File: src/core/pdt_pkg.sv
// package: constants, types and register map of the pwm dead-time and adc trigger block
package pdt_pkg;

    // ****************************************************************
    // widths
    // ****************************************************************
    localparam int DATA_W = 16;
    localparam int ADDR_W = 8;
    localparam int TB_W = 13;
    localparam int DT_W = 12;
    localparam int POST_W = 4;
    localparam int DIV_W = 3;

    // ****************************************************************
    // register offsets (byte addresses)
    // ****************************************************************
    localparam logic [7:0] OFF_PRI_CTRL = 8'h00;
    localparam logic [7:0] OFF_SEV_CMP = 8'h04;
    localparam logic [7:0] OFF_STATUS = 8'h08;
    localparam logic [7:0] OFF_GEN_BASE = 8'h10;
    localparam logic [7:0] GEN_STRIDE = 8'h10;
    localparam logic [7:0] GOFF_CTRL = 8'h00;
    localparam logic [7:0] GOFF_DTR = 8'h04;
    localparam logic [7:0] GOFF_ALTERNATE_DEAD_TIME_VALUE = 8'h08;
    localparam logic [7:0] GOFF_TRIG = 8'h0C;

    // ****************************************************************
    // field positions
    // ****************************************************************
    localparam int CTRL_DTC_LSB = 0;
    localparam int CTRL_INDEP_BIT = 2;
    localparam int CTRL_TRIGGER_IRQ_ENABLE_BIT = 3;
    localparam int CTRL_TRGDIV_LSB = 4;
    localparam int PRI_POST_LSB = 0;
    localparam int STAT_HIGH_LSB = 0;
    localparam int STAT_LOW_LSB = 4;
    localparam int STAT_POST_LSB = 12;

    // ****************************************************************
    // reset values
    // ****************************************************************
    localparam logic [POST_W-1:0] RST_POST = 4'h0;
    localparam logic [DIV_W-1:0] RST_DIV = 3'h0;
    localparam logic [DATA_W-1:0] RST_DATA = 16'h0000;

    // ****************************************************************
    // types
    // ****************************************************************
    typedef enum logic [1:0] {
        DTC_POS = 2'b00,
        DTC_NEG = 2'b01,
        DTC_OFF = 2'b10,
        DTC_OFF_ALT = 2'b11
    } pdt_dtc_e;

    typedef struct packed {
        pdt_dtc_e dtc;
        logic indep;
        logic trigger_irq_enable;
        logic [DIV_W-1:0] trgdiv;
        logic [DT_W-1:0] dtr;
        logic [DT_W-1:0] alternate_dead_time_value;
        logic [TB_W-1:0] trig;
    } pdt_gen_cfg_s;

endpackage

File: src/core/pdt_dead_time_unit.sv
// dead-time unit: one complementary high/low pair with two coarse down counters
`timescale 1ns/1ps

module pdt_dead_time_unit (
    // clock and reset
    input wire logic clk,
    input wire logic srst,
    // active pwm from the duty comparison
    input wire logic pwm_in,
    // configuration
    input wire pdt_pkg::pdt_dtc_e dtc,
    input wire logic indep,
    input wire logic [pdt_pkg::DT_W-1:0] dtr,
    input wire logic [pdt_pkg::DT_W-1:0] alternate_dead_time_value,
    // pair outputs, index 0 high side, 1 low side
    output logic high_out,
    output logic low_out,
    output logic fine_high,
    output logic fine_low
);

    typedef struct packed {
        logic prev;
        logic [1:0][pdt_pkg::DT_W-2:0] cnt;
        logic [1:0] out;
        logic [1:0] fine;
    } pdt_dtu_s;

    pdt_dtu_s st_r;
    pdt_dtu_s st_nxt;

    // ****************************************************************
    // edge detection and per-output delay
    // ****************************************************************
    always_comb begin
        logic edge_seen;
        logic [1:0] tgt;
        logic [1:0] delayed;
        logic [1:0][pdt_pkg::DT_W-1:0] val;
        edge_seen = 1'b0;
        tgt = 2'b00;
        delayed = 2'b00;
        val = '0;
        st_nxt = st_r;
        st_nxt.prev = pwm_in;
        edge_seen = pwm_in ^ st_r.prev;
        tgt[0] = pwm_in;
        tgt[1] = indep ? pwm_in : ~pwm_in;
        val[0] = dtr;
        val[1] = alternate_dead_time_value;
        for (int i = 0; i < 2; i++) begin
            // positive dead time delays turn-on, negative delays turn-off
            delayed[i] = ((dtc == pdt_pkg::DTC_POS) && tgt[i]) ||
                         ((dtc == pdt_pkg::DTC_NEG) && !tgt[i]);
            if (edge_seen && delayed[i]) begin
                st_nxt.cnt[i] = val[i][pdt_pkg::DT_W-1:1];
                st_nxt.fine[i] = val[i][0];
                if (val[i][pdt_pkg::DT_W-1:1] == '0) begin
                    st_nxt.out[i] = tgt[i];
                end
            end else if (st_r.cnt[i] != '0) begin
                // count down one step per clock, switch when zero is reached
                st_nxt.cnt[i] = st_r.cnt[i] - 1'b1;
                if (st_r.cnt[i] == 11'h001) begin
                    st_nxt.out[i] = tgt[i];
                end
            end else begin
                // undelayed edge, disabled dead time or mode change
                st_nxt.out[i] = tgt[i];
                if (edge_seen) begin
                    st_nxt.fine[i] = 1'b0;
                end
            end
        end
    end

    // ****************************************************************
    // state register
    // ****************************************************************
    always_ff @(posedge clk) begin
        if (srst) begin
            st_r <= '0;
        end else begin
            st_r <= st_nxt;
        end
    end

    assign high_out = st_r.out[0];
    assign low_out = st_r.out[1];
    assign fine_high = st_r.fine[0];
    assign fine_low = st_r.fine[1];

endmodule

File: src/core/pdt_pwm_dead_time_trigger.sv
// top: register port, dead-time pairs, special event trigger and per-generator adc triggers
//
// The strobed register port and the register offsets were left to the implementer.
`timescale 1ns/1ps

// Contract
// - an output stays off until its complement has been off for the dead time
// - alternate dead-time value applies to the complementary (low) output
// - dead time is available for every pair in any output mode
// - optional negative dead time overlaps high and low for the interval
// - two-bit per-generator field selects positive, negative or no dead time
// - each pair has 12-bit down counters and rise/fall detectors on duty output; the code's counters are 11-bit (value[11:1])
// - on a duty edge the relevant transition waits until its counter reaches zero
// - dead-time values are 12-bit unsigned, counters step at the 4x rate
// - the dead-time least significant bit goes to fine-adjust logic, not the counter
// - special event trigger fires when primary count equals its compare value
// - special event pulses are always produced, there is no enable
// - four-bit postscaler divides special event output from 1:1 to 1:16
// - postscaler count clears on any compare write and on reset
// - each generator triggers the adc when local count equals its match value
// - match values above the local period never trigger
// - with trigger irq enable set every trigger event raises an interrupt request
// - three-bit divider issues the adc trigger once per 1 to 7 events; the code's settings 0 to 7 give once per 1 to 8 events
// - in complementary mode low output is the inverse of the active pwm
// - independent local counter counts to its phase value, defining the period
module pdt_pwm_dead_time_trigger #(
    parameter int NGEN = 4
) (
    // clock and reset
    input wire logic clk,
    input wire logic srst,
    // register port
    input wire logic [pdt_pkg::ADDR_W-1:0] reg_addr,
    input wire logic [pdt_pkg::DATA_W-1:0] reg_wdata,
    input wire logic reg_wr,
    input wire logic reg_rd,
    output logic [pdt_pkg::DATA_W-1:0] reg_rdata,
    // time bases and duty comparison from the rest of the pwm module
    input wire logic [pdt_pkg::TB_W-1:0] primary_timebase_count,
    input wire logic [NGEN-1:0] duty_active,
    input wire logic [NGEN-1:0][pdt_pkg::TB_W-1:0] local_count,
    input wire logic [NGEN-1:0][pdt_pkg::TB_W-1:0] local_period,
    // gate driver pins
    output logic [NGEN-1:0] high_side_output,
    output logic [NGEN-1:0] low_side_output,
    output logic [NGEN-1:0] fine_adjust_high,
    output logic [NGEN-1:0] fine_adjust_low,
    // adc and interrupt requests
    output logic special_event_trigger,
    output logic [NGEN-1:0] adc_trigger,
    output logic [NGEN-1:0] trigger_irq
);

    // ****************************************************************
    // parameter check
    // ****************************************************************
    // the status word holds at most four generators; the address map has room for more
    if (NGEN < 1 || NGEN > 4) begin : g_bad_ngen
        $error("NGEN must lie between 1 and 4");
    end

    // ****************************************************************
    // state
    // ****************************************************************
    typedef struct packed {
        logic [pdt_pkg::POST_W-1:0] post;
        logic [pdt_pkg::TB_W-1:0] sevcmp;
        pdt_pkg::pdt_gen_cfg_s [NGEN-1:0] gen;
        logic sev_hit;
        logic [pdt_pkg::POST_W-1:0] sev_cnt;
        logic sev_pulse;
        logic [NGEN-1:0] trg_hit;
        logic [NGEN-1:0][pdt_pkg::DIV_W-1:0] trg_cnt;
        logic [NGEN-1:0] adc;
        logic [NGEN-1:0] irq;
        logic [pdt_pkg::DATA_W-1:0] rdata;
    } pdt_state_s;

    pdt_state_s st_r;
    pdt_state_s st_nxt;
    logic [NGEN-1:0] high_w;
    logic [NGEN-1:0] low_w;

    // ****************************************************************
    // helpers
    // ****************************************************************
    // byte address of a per-generator register
    function automatic logic [pdt_pkg::ADDR_W-1:0] gen_addr(input int g, input logic [7:0] off);
        logic [31:0] a;
        a = 32'(pdt_pkg::OFF_GEN_BASE) + 32'(g) * 32'(pdt_pkg::GEN_STRIDE) + 32'(off);
        return a[pdt_pkg::ADDR_W-1:0];
    endfunction

    // divider step: count events, pass one when the count reaches the setting
    function automatic logic div_pass(input logic [3:0] cnt, input logic [3:0] setting);
        return cnt >= setting;
    endfunction

    // ****************************************************************
    // next-state logic
    // ****************************************************************
    always_comb begin
        logic sev_now;
        logic trg_now;
        logic [pdt_pkg::DATA_W-1:0] rd_val;
        sev_now = 1'b0;
        trg_now = 1'b0;
        rd_val = pdt_pkg::RST_DATA;
        st_nxt = st_r;
        st_nxt.sev_pulse = 1'b0;
        st_nxt.adc = '0;
        st_nxt.irq = '0;

        // special event: fire on entry into the compare match, no enable bit
        sev_now = (primary_timebase_count == st_r.sevcmp);
        st_nxt.sev_hit = sev_now;
        if (sev_now && !st_r.sev_hit) begin
            if (div_pass(st_r.sev_cnt, st_r.post)) begin
                st_nxt.sev_pulse = 1'b1;
                st_nxt.sev_cnt = pdt_pkg::RST_POST;
            end else begin
                st_nxt.sev_cnt = st_r.sev_cnt + 1'b1;
            end
        end

        // individual triggers against each local time base
        for (int g = 0; g < NGEN; g++) begin
            // period input is the wrap (phase) value
            trg_now = (local_count[g] == st_r.gen[g].trig) &&
                      (st_r.gen[g].trig <= local_period[g]);
            st_nxt.trg_hit[g] = trg_now;
            if (trg_now && !st_r.trg_hit[g]) begin
                st_nxt.irq[g] = st_r.gen[g].trigger_irq_enable;
                if (div_pass({1'b0, st_r.trg_cnt[g]}, {1'b0, st_r.gen[g].trgdiv})) begin
                    st_nxt.adc[g] = 1'b1;
                    st_nxt.trg_cnt[g] = pdt_pkg::RST_DIV;
                end else begin
                    st_nxt.trg_cnt[g] = st_r.trg_cnt[g] + 1'b1;
                end
            end
        end

        // register writes
        if (reg_wr) begin
            if (reg_addr == pdt_pkg::OFF_PRI_CTRL) begin
                st_nxt.post = reg_wdata[pdt_pkg::PRI_POST_LSB +: pdt_pkg::POST_W];
            end else if (reg_addr == pdt_pkg::OFF_SEV_CMP) begin
                st_nxt.sevcmp = reg_wdata[pdt_pkg::TB_W-1:0];
                // a compare write restarts the postscaler, even over an event
                st_nxt.sev_cnt = pdt_pkg::RST_POST;
            end else begin
                for (int g = 0; g < NGEN; g++) begin
                    if (reg_addr == gen_addr(g, pdt_pkg::GOFF_CTRL)) begin
                        st_nxt.gen[g].dtc = pdt_pkg::pdt_dtc_e'(reg_wdata[pdt_pkg::CTRL_DTC_LSB +: 2]);
                        st_nxt.gen[g].indep = reg_wdata[pdt_pkg::CTRL_INDEP_BIT];
                        st_nxt.gen[g].trigger_irq_enable = reg_wdata[pdt_pkg::CTRL_TRIGGER_IRQ_ENABLE_BIT];
                        st_nxt.gen[g].trgdiv = reg_wdata[pdt_pkg::CTRL_TRGDIV_LSB +: pdt_pkg::DIV_W];
                    end else if (reg_addr == gen_addr(g, pdt_pkg::GOFF_DTR)) begin
                        st_nxt.gen[g].dtr = reg_wdata[pdt_pkg::DT_W-1:0];
                    end else if (reg_addr == gen_addr(g, pdt_pkg::GOFF_ALTERNATE_DEAD_TIME_VALUE)) begin
                        st_nxt.gen[g].alternate_dead_time_value = reg_wdata[pdt_pkg::DT_W-1:0];
                    end else if (reg_addr == gen_addr(g, pdt_pkg::GOFF_TRIG)) begin
                        st_nxt.gen[g].trig = reg_wdata[pdt_pkg::TB_W-1:0];
                    end
                end
            end
        end

        // register reads, unmapped addresses answer zero
        if (reg_addr == pdt_pkg::OFF_PRI_CTRL) begin
            rd_val[pdt_pkg::PRI_POST_LSB +: pdt_pkg::POST_W] = st_r.post;
        end else if (reg_addr == pdt_pkg::OFF_SEV_CMP) begin
            rd_val[pdt_pkg::TB_W-1:0] = st_r.sevcmp;
        end else if (reg_addr == pdt_pkg::OFF_STATUS) begin
            rd_val[pdt_pkg::STAT_HIGH_LSB +: NGEN] = high_w;
            rd_val[pdt_pkg::STAT_LOW_LSB +: NGEN] = low_w;
            rd_val[pdt_pkg::STAT_POST_LSB +: pdt_pkg::POST_W] = st_r.sev_cnt;
        end else begin
            for (int g = 0; g < NGEN; g++) begin
                if (reg_addr == gen_addr(g, pdt_pkg::GOFF_CTRL)) begin
                    rd_val[pdt_pkg::CTRL_DTC_LSB +: 2] = st_r.gen[g].dtc;
                    rd_val[pdt_pkg::CTRL_INDEP_BIT] = st_r.gen[g].indep;
                    rd_val[pdt_pkg::CTRL_TRIGGER_IRQ_ENABLE_BIT] = st_r.gen[g].trigger_irq_enable;
                    rd_val[pdt_pkg::CTRL_TRGDIV_LSB +: pdt_pkg::DIV_W] = st_r.gen[g].trgdiv;
                end else if (reg_addr == gen_addr(g, pdt_pkg::GOFF_DTR)) begin
                    rd_val[pdt_pkg::DT_W-1:0] = st_r.gen[g].dtr;
                end else if (reg_addr == gen_addr(g, pdt_pkg::GOFF_ALTERNATE_DEAD_TIME_VALUE)) begin
                    rd_val[pdt_pkg::DT_W-1:0] = st_r.gen[g].alternate_dead_time_value;
                end else if (reg_addr == gen_addr(g, pdt_pkg::GOFF_TRIG)) begin
                    rd_val[pdt_pkg::TB_W-1:0] = st_r.gen[g].trig;
                end
            end
        end
        // read data stands only in the cycle after the strobe
        st_nxt.rdata = reg_rd ? rd_val : pdt_pkg::RST_DATA;
    end

    // ****************************************************************
    // state register
    // ****************************************************************
    // reset clears configuration and the postscaler count alike
    always_ff @(posedge clk) begin
        if (srst) begin
            st_r <= '0;
        end else begin
            st_r <= st_nxt;
        end
    end

    // ****************************************************************
    // dead-time pairs
    // ****************************************************************
    // one unit per generator so every pair gets dead time whatever its mode
    for (genvar g = 0; g < NGEN; g++) begin : g_dt
        pdt_dead_time_unit u_dt (
            .clk(clk),
            .srst(srst),
            .pwm_in(duty_active[g]),
            .dtc(st_r.gen[g].dtc),
            .indep(st_r.gen[g].indep),
            .dtr(st_r.gen[g].dtr),
            .alternate_dead_time_value(st_r.gen[g].alternate_dead_time_value),
            .high_out(high_w[g]),
            .low_out(low_w[g]),
            .fine_high(fine_adjust_high[g]),
            .fine_low(fine_adjust_low[g])
        );
    end

    // ****************************************************************
    // outputs, all from flip-flops
    // ****************************************************************
    assign high_side_output = high_w;
    assign low_side_output = low_w;
    assign special_event_trigger = st_r.sev_pulse;
    assign adc_trigger = st_r.adc;
    assign trigger_irq = st_r.irq;
    assign reg_rdata = st_r.rdata;

endmodule

File: config.mk
export PLATFORM = sky130hd
export DESIGN_NAME = pdt_pwm_dead_time_trigger
export DESIGN_NICKNAME = d
export VERILOG_FILES = /design/src/core/pdt_pkg.sv /design/src/core/pdt_dead_time_unit.sv /design/src/core/pdt_pwm_dead_time_trigger.sv
export SDC_FILE = /design/constraint.sdc
export NUM_CORES = 1
export LEC_CHECK = 0
export BUFFER_PORTS_ARGS = -buffer_cell sky130_fd_sc_hd__buf_4
export CORE_AREA = 2 2 228 342
export CTS_CLUSTER_SIZE = 8
export DETAILED_ROUTE_END_ITERATION = 16
export DIE_AREA = 0 0 230 344
export GPL_TIMING_DRIVEN = 0
export PLACE_DENSITY = 0.51
export SLEW_MARGIN = 20
export SYNTH_ARGS = -nofsm -noshare
export SYNTH_HDL_FRONTEND = slang
export SYNTH_HIERARCHICAL = 1
export SYNTH_SLANG_ARGS = --single-unit
File: constraint.sdc
create_clock -name clk -period 2.23 [get_ports clk]
set_input_delay 0.446 -clock clk [delete_from_list [all_inputs] [get_ports clk]]
set_output_delay 0.446 -clock clk [all_outputs]
set_load 0.02 [all_outputs]
==> qor.log, run 1 <==
INFO  clock_network  cts.path.max_buffers=3
INFO  global_routing grt_max_degree=25
INFO  setup_path     worst_setup_path_start_kind=primary input
INFO  route          route.met2.wl=44600µm
INFO  setup_path     r2r_setup_slack=10ps
INFO  sta            final-max-slew-violation-count=0
INFO  sta            hold_violations=0
INFO  placement      routability_congestion_estimate=1.00
INFO  route          wl_met1=34600µm
INFO  global_routing grt_first_pass_wirelength=132000µm
INFO  sta            timing.clock.skew=18.3ps
INFO  pwr            fin_total_pwr=20.9mW
INFO  logic_synthesis synth-warning-count=6
INFO  die            floorplan.die_area=0.0791mm²
INFO  logic_synthesis synth.yosys.seq_area_share=34.1%
INFO  sta            post-route-period-util=104%
INFO  die            die-height=344µm
INFO  hold_path      hold_path_startpoint=reg_wdata[10]
INFO  logic_synthesis mappedNetlistNets=2784
INFO  sta            maxSlewHeadroom=18.1%
INFO  clock_network  source_to_sink_clock_delay_at_the_later_pin_of_the_worst_skew_pair=600ps
INFO  clock_network  cts-buffers-inserted=49
INFO  clock_network  cts_sinks=347
INFO  route          antenna_left=0
INFO  setup_path     critPathMostFrequentCell=buf_4
INFO  logic_synthesis ys_dominant_reg_cell=dfxtp_1
INFO  hold_path      hold-path-endpoint=st_r[125]
INFO  setup_path     critPathSlowestCell=a21oi_1
INFO  route          drt_iter0_markers=1557
INFO  setup_path     criticalPathCategory=in2reg
INFO  run_status     status=complete, but fails checks
INFO  setup_path     worst_ep_arrival_time=2760ps
INFO  logic_synthesis synth_enable_flop_cells=0
INFO  logic_synthesis post_synth_inst_count=2546
INFO  setup_path     critical_path.endpoint_type=flip-flop
INFO  die            initial_utilization=26.8%
INFO  setup_path     reg2reg_from=st_r[47]
INFO  global_routing grt_overflow_total=0
INFO  route          route.met3.wl=5420µm
INFO  placement      placed_area=0.0230mm²
INFO  logic_synthesis synth.distinct_cells=87
INFO  clock_network  tritoncts_clock_tree=built
INFO  hold_path      whs_path_depth=3
INFO  route          detail_route.wl_per_cell=24.0µm
INFO  pwr            power_per_cell_area=850mW/mm²
INFO  finish         synthToLayoutAreaGrowth=20.9%
INFO  die            std_cell_rows=124
INFO  route          routed_wl=91000µm
INFO  setup_path     worst-r2r-cell-count=5
INFO  finish         postLayoutCellArea=0.0246mm²
INFO  clock_network  clock_root_buffer_master=clkbuf_16
INFO  die            io-pin-count=190
INFO  finish         nNetsFinal=3019
INFO  setup_path     critical-path-max-stage-delay=360ps
INFO  finish         post_route_cells_drive_above_1_share=17.0%
INFO  clock_network  htree_num_levels=2
INFO  hold_path      hold_class=in2reg
INFO  global_routing grt_usage=22.4%
INFO  sta            setup_viol=11
INFO  logic_synthesis mappedNetlistArea=0.0204mm²
INFO  logic_synthesis post-synth-top-area-fraction=34.1%
INFO  run_status     failed_checks=setup timing
INFO  setup_path     critPathMaxFanout=10
INFO  logic_synthesis ffs_w_async_s_r_synth=0%
INFO  route          drt_pre_antenna_iters=5
INFO  route          route.vias.total=20.4k
INFO  route          drt-vias-per-instance=5.38
INFO  die            coreArea=0.0760mm²
INFO  setup_path     worst_r2r_endpoint=reg_rdata[1]
INFO  logic_synthesis synth_largest_area_cell=dfxtp_1
INFO  pwr            peakVddDrop=0.507mV
INFO  logic_synthesis syn_area_per_cell=8.00µm²
INFO  placement      port_buffers=177
INFO  clock_network  clkTransAtPathRegs=50ps
INFO  sta            period_needed=2320ps
INFO  route          remaining_drc_errors=0
INFO  sta            postLayoutSetupSlackWorst=-87.8ps
INFO  die            die_w=230µm
INFO  sta            rsz0062_at_grt=true
INFO  pwr            p_leak=9.22nW
INFO  logic_synthesis synth-seq-cells=347
INFO  setup_path     worstPathCellList=clkbuf_4, buf_4, nor2b_4, buf_4, nand2_1, a21boi_1, o211ai_1, a211o_1, a21oi_1
INFO  setup_path     worst_ep_required_time=2670ps
INFO  placement      place_hpwl=69300µm
INFO  sta            max_freq=431MHz
INFO  job            max_cap_viol_count=0
INFO  logic_synthesis ys_top_cells_by_area=dfxtp_1, nand2_1, a21oi_1
INFO  global_routing vias_in_the_first_global_route=19.8k
INFO  global_routing antenna_violations_before_repair=5
INFO  route          top_layer_used=met5
INFO  finish         final.fill_count=8225
INFO  sta            timing_worst_slew_pin_value=1230ps
timing repair:
item,4_1_cts,5_1_grt
buffers inserted,6,2
gates resized for setup,37,62
cloned,0,0
pin swaps,5,13
setup endpoints to repair,101,113
hold endpoints to repair,0,0
hold buffers,0,0
per-stage QoR:
stage | hold slack, ps | setup TNS [ps] | setup slack (ps) | util, % | cells
6_report | 182 | -251 | -87.8 | 32.4 | 3791
5_1_grt | 178 | -117 | -36.0 | 32.4 | 3790
4_1_cts | 150 | 0 | 4.46 | 32.1 | 3788
3_5_place_dp | 448 | -126810 | -1040 | 30.2 | 3731
3_3_place_gp | 443 | -132190 | -1070 | 30.2 | 3731
2_1_floorplan | 436 | 0 | 235 | - | 2546
critical path, delay by kind of cell:
family / cells / cell delay [ps]
AOI/OAI and AO/OA: 4 / 1170
buffers and inverters: 3 / 770
and+or+nand+nor: 2 / 350
flip-flops by register name, summed over array words and instances, names as in the netlist:
signal / cells
g_dt.u_dt/st_r: 92
trigger_irq: 4
g_dt.u_dt/fine_low: 4
reg_rdata: 16
adc_trigger: 4
special_event_trigger: 1
st_r: 214
g_dt.u_dt/high_out: 4
g_dt.u_dt/low_out: 4
g_dt.u_dt/fine_high: 4
worst max path at each step:
stage / cells past startpoint / endpoint / start
after global routing: 9 / reg_rdata[7] / reg_addr[3]
after detailed placement: 9 / reg_rdata[3] / reg_addr[3]
after CTS: 9 / reg_rdata[0] / reg_addr[2]
after floorplan: 7 / reg_rdata[1] / reg_addr[3]
final: 9 / reg_rdata[7] / reg_addr[3]
after global placement: 9 / reg_rdata[3] / reg_addr[3]
metal layers:
layer  vias to the layer above  global-route usage [%]
met2                       864                    39.3
met4                         4                    14.2
li1                       9557                       -
met3                       253                    3.12
met5                         -                       0
met1                      9736                    25.7
where the power goes:
part / total, mW / internal (mW) / switching, mW
sequential: 7.67 / 6.80 / 0.873
clock: 6.71 / 3.90 / 2.81
combinational: 6.54 / 2.83 / 3.70
total: 20.9 / 13.5 / 7.38
cell usage after synthesis (all sizes together) (26+ instances only):
library cell	instances
o211ai	36
nor2	141
dfxtp	347
a211oi	30
nand3	139
xor2	47
mux2i	75
nand2b	34
ha	89
xnor2	46
o21ai	46
nand2	430
nand3b	26
inv	118
nor4	59
or4	27
clkbuf	90
a21oi	289
nor3	55
buf	85
cells by family (layout without fill, tap and decap cells):
family	Yosys count	after routing	share of synthesized area, %
AND/OR/NAND/NOR	1024	1024	25.7
AO/OA/AOI/OAI	600	600	18.9
flip-flops	347	347	34.1
buffers and inverters	294	530	6.50
multiplexers	99	99	5.29
XOR/XNOR	93	93	4.00
adder cells (fa/ha/maj)	89	89	5.47
other	0	1	0
layout make-up:
cell class                 instances  area [µm²]  area share [%]
sequential                       347        6970            28.3
timing repair buffer             185        1390            5.64
clock buffer                      52        1260            5.11
tap                             1008        1260            5.13
multi-input combinational       1905       12400            50.2
buffer                           174         926            3.76
inverter                         119         448            1.82
antenna                            1        2.50          0.0102
placed cells by master (no fill, tap or decap), types with 27 or more instances in the layout:
cell type / netlist / routed
a211oi_1: 30 / 27
a21oi_1: 289 / 286
buf_2: 47 / 35
buf_4: 33 / 225
clkbuf_1: 90 / 74
clkbuf_16: 0 / 49
dfxtp_1: 347 / 329
ha_1: 89 / 88
inv_1: 118 / 117
mux2i_1: 75 / 73
nand2_1: 424 / 424
nand2b_1: 34 / 33
nand3_1: 135 / 135
nor2_1: 139 / 135
nor3_1: 52 / 50
nor4_1: 41 / 35
o211ai_1: 36 / 36
o21ai_0: 37 / 36
xnor2_1: 46 / 46
xor2_1: 47 / 47
(Power assumes the default switching activity.)
==> run 2: changes to the inputs <==
ABC_CLOCK_PERIOD_IN_PS = 2230   (was not set)
CORE_AREA = 2 2 161 241   (was 2 2 228 342)
DIE_AREA = 0 0 163 243   (was 0 0 230 344)
PLACE_DENSITY = 0.74   (was 0.51)
==> qor.log, run 2 (synthesis results as in run 1) <==
INFO  global_routing vias_in_the_first_global_route=20.6k [+4.3%]
INFO  clock_network  tritoncts_clock_tree=built
INFO  finish         nNetsFinal=3018 [-0.033%]
INFO  setup_path     critPathSlowestCell=buf_2
INFO  route          drt-vias-per-instance=6.46 [+20%]
INFO  setup_path     critical-path-max-stage-delay=350ps [about the same]
INFO  sta            post-route-period-util=103% [-0.92 points]
INFO  finish         largest-register=st_r
INFO  placement      dp.cells=3212 [-14%]
INFO  die            die_w=163µm [-29%]
INFO  die            io-pin-count=190 [unchanged]
INFO  setup_path     criticalPathCategory=in2reg
INFO  pwr            p_leak=9.17nW [-0.51%]
INFO  placement      place_hpwl=63500µm [-8.4%]
INFO  finish         n_antenna_cell=0 [-1]
INFO  global_routing grt_max_degree=25 [unchanged]
INFO  placement      port_buffers=177 [unchanged]
INFO  setup_path     critPathMaxFanout=10 [unchanged]
INFO  route          detail_route.wl_per_cell=25.9µm [+7.8%]
INFO  finish         post_layout_nonfiller_instances=3273 [-14%]
INFO  sta            period_needed=2300ps [-20.5 ps]
INFO  clock_network  source_to_sink_clock_delay_at_the_later_pin_of_the_worst_skew_pair=590ps [about the same]
INFO  die            coreArea=0.0376mm² [-51%]
INFO  sta            timing_worst_slew_pin_value=1310ps [+82.5 ps]
INFO  sta            final-max-slew-violation-count=0 [unchanged]
INFO  sta            setup_viol=5 [-6]
INFO  die            floorplan.die_area=0.0396mm² [-50%]
INFO  finish         final_common_cell=nand2_1
INFO  job            max_cap_viol_count=0 [unchanged]
INFO  placement      routability_congestion_estimate=1.04 [+4.2%]
INFO  route          route.vias.total=21.1k [+3.6%]
INFO  sta            max_freq=435MHz [+0.89%]
INFO  finish         synthToLayoutAreaGrowth=17.1%
INFO  clock_network  clock_root_buffer_master=clkbuf_16
INFO  sta            maxSlewHeadroom=12.6% [-5.5 points]
INFO  setup_path     worstPathCellList=buf_4, buf_4, clkbuf_4, buf_2, buf_2, a21oi_1, o21ai_1, nand3_1, a21oi_1
INFO  pwr            power_per_cell_area=874mW/mm² [+2.8%]
INFO  sta            fin_setup_tns=-233ps [+18.2 ps]
INFO  placement      post-place-ws=-925ps [+115 ps]
INFO  sta            timing.hold.ws=177ps [-4.65 ps]
INFO  run_status     status=complete, but fails checks
INFO  clock_network  cts.path.max_buffers=3 [unchanged]
INFO  pwr            peakVddDrop=0.815mV [+61%]
INFO  global_routing antenna_violations_before_repair=1 [-4]
INFO  finish         postLayoutCellArea=0.0238mm² [-3.1%]
INFO  route          drt_iter0_markers=1971 [+27%]
INFO  global_routing grt_usage=41.6% [+19 points]
INFO  sta            hold_violations=0 [unchanged]
INFO  pwr            fin_total_pwr=20.8mW [-0.37%]
INFO  finish         largest_register_ffs=214 [unchanged]
INFO  clock_network  clkTransAtPathRegs=50ps [about the same]
INFO  clock_network  htree_num_levels=2 [unchanged]
INFO  setup_path     worst_ep_arrival_time=2760ps [about the same]
INFO  global_routing grt_first_pass_wirelength=124000µm [-6.3%]
INFO  route          remaining_drc_errors=0 [unchanged]
INFO  run_status     failed_checks=setup timing
INFO  finish         final_util=63.5% [+31 points]
INFO  route          antenna_left=0 [unchanged]
INFO  sta            postLayoutSetupSlackWorst=-67.3ps [+20.5 ps]
INFO  clock_network  cts_sinks=347 [unchanged]
INFO  route          routed_wl=84700µm [-6.9%]
INFO  global_routing grt_overflow_total=0 [unchanged]
INFO  setup_path     timing.critical_path.buf_inv=5 [+2]
INFO  sta            rsz0062_at_grt=true
INFO  setup_path     worst_ep_required_time=2700ps [+30 ps]
INFO  clock_network  cts-hold-fix-buffers=0 [unchanged]
INFO  setup_path     worst_setup_path_start_kind=primary input
INFO  finish         post_route_cells_drive_above_1_share=16.1% [-0.87 points]
INFO  setup_path     critical-path-top-delay-family=buffers and inverters
INFO  die            std_cell_rows=87 [-30%]
INFO  clock_network  cts-buffers-inserted=49 [unchanged]
INFO  finish         most-common-layout-cells=nand2_1, dfxtp_1, a21oi_1
INFO  die            initial_utilization=54.2% [+27 points]
INFO  sta            timing.clock.skew=18.2ps [-0.183 ps]
INFO  placement      placed_area=0.0223mm² [-2.9%]
INFO  setup_path     critical_path.endpoint_type=flip-flop
INFO  hold_path      hold_class=in2reg
INFO  die            die-height=243µm [-29%]
INFO  route          drt_pre_antenna_iters=6 [+1]
==> run 2: worst min-delay path, delay by kind of cell <==
family / cells / cell delay, ps
simple gates: 1 / 60
compound gates: 1 / 60
buf+inv: 1 / 140
==> run 2: power breakdown <==
part	switching [mW]	internal (mW)	total, mW
registers	0.875	6.80	7.68
clock network	2.74	3.86	6.60
logic	3.73	2.83	6.56
==> run 2: metal layers <==
metal | share of wire [%] | GRT usage, % | up-vias
met5 | 0.015 | 0 | -
met4 | 9.3 | 32.7 | 2
met2 | 46 | 68.2 | 1211
met3 | 8.4 | 7.86 | 381
li1 | - | - | 9567
met1 | 36 | 47.0 | 9983
==> run 2: repair_timing <==
item | in CTS | in global routing
setup endpoints to repair | 110 | 99
gates resized for setup | 25 | 44
gates cloned | 0 | 0
setup buffers | 3 | 4
pin swaps | 4 | 6
==> run 2: path summary, 6_finish.rpt <==
check	slack, ps	to	cells after the start	from
min	180	st_r[169]	3	reg_wdata[10]
min reg2reg	460	st_r[238]	2	st_r[238]
max	-70	reg_rdata[4]	9	reg_addr[2]
max reg2reg	-20	reg_rdata[1]	5	st_r[60]
==> run 2: final cells by class <==
class	count	area, µm²
Multi-Input combinational cell	1905	12300
Fill cell	3334	13700
Inverter	119	448
Sequential cell	347	6960
Tap cell	489	612
Clock inverter	4	46.3
Timing Repair Buffer	184	1380
Clock buffer	51	1230
Buffer	174	905
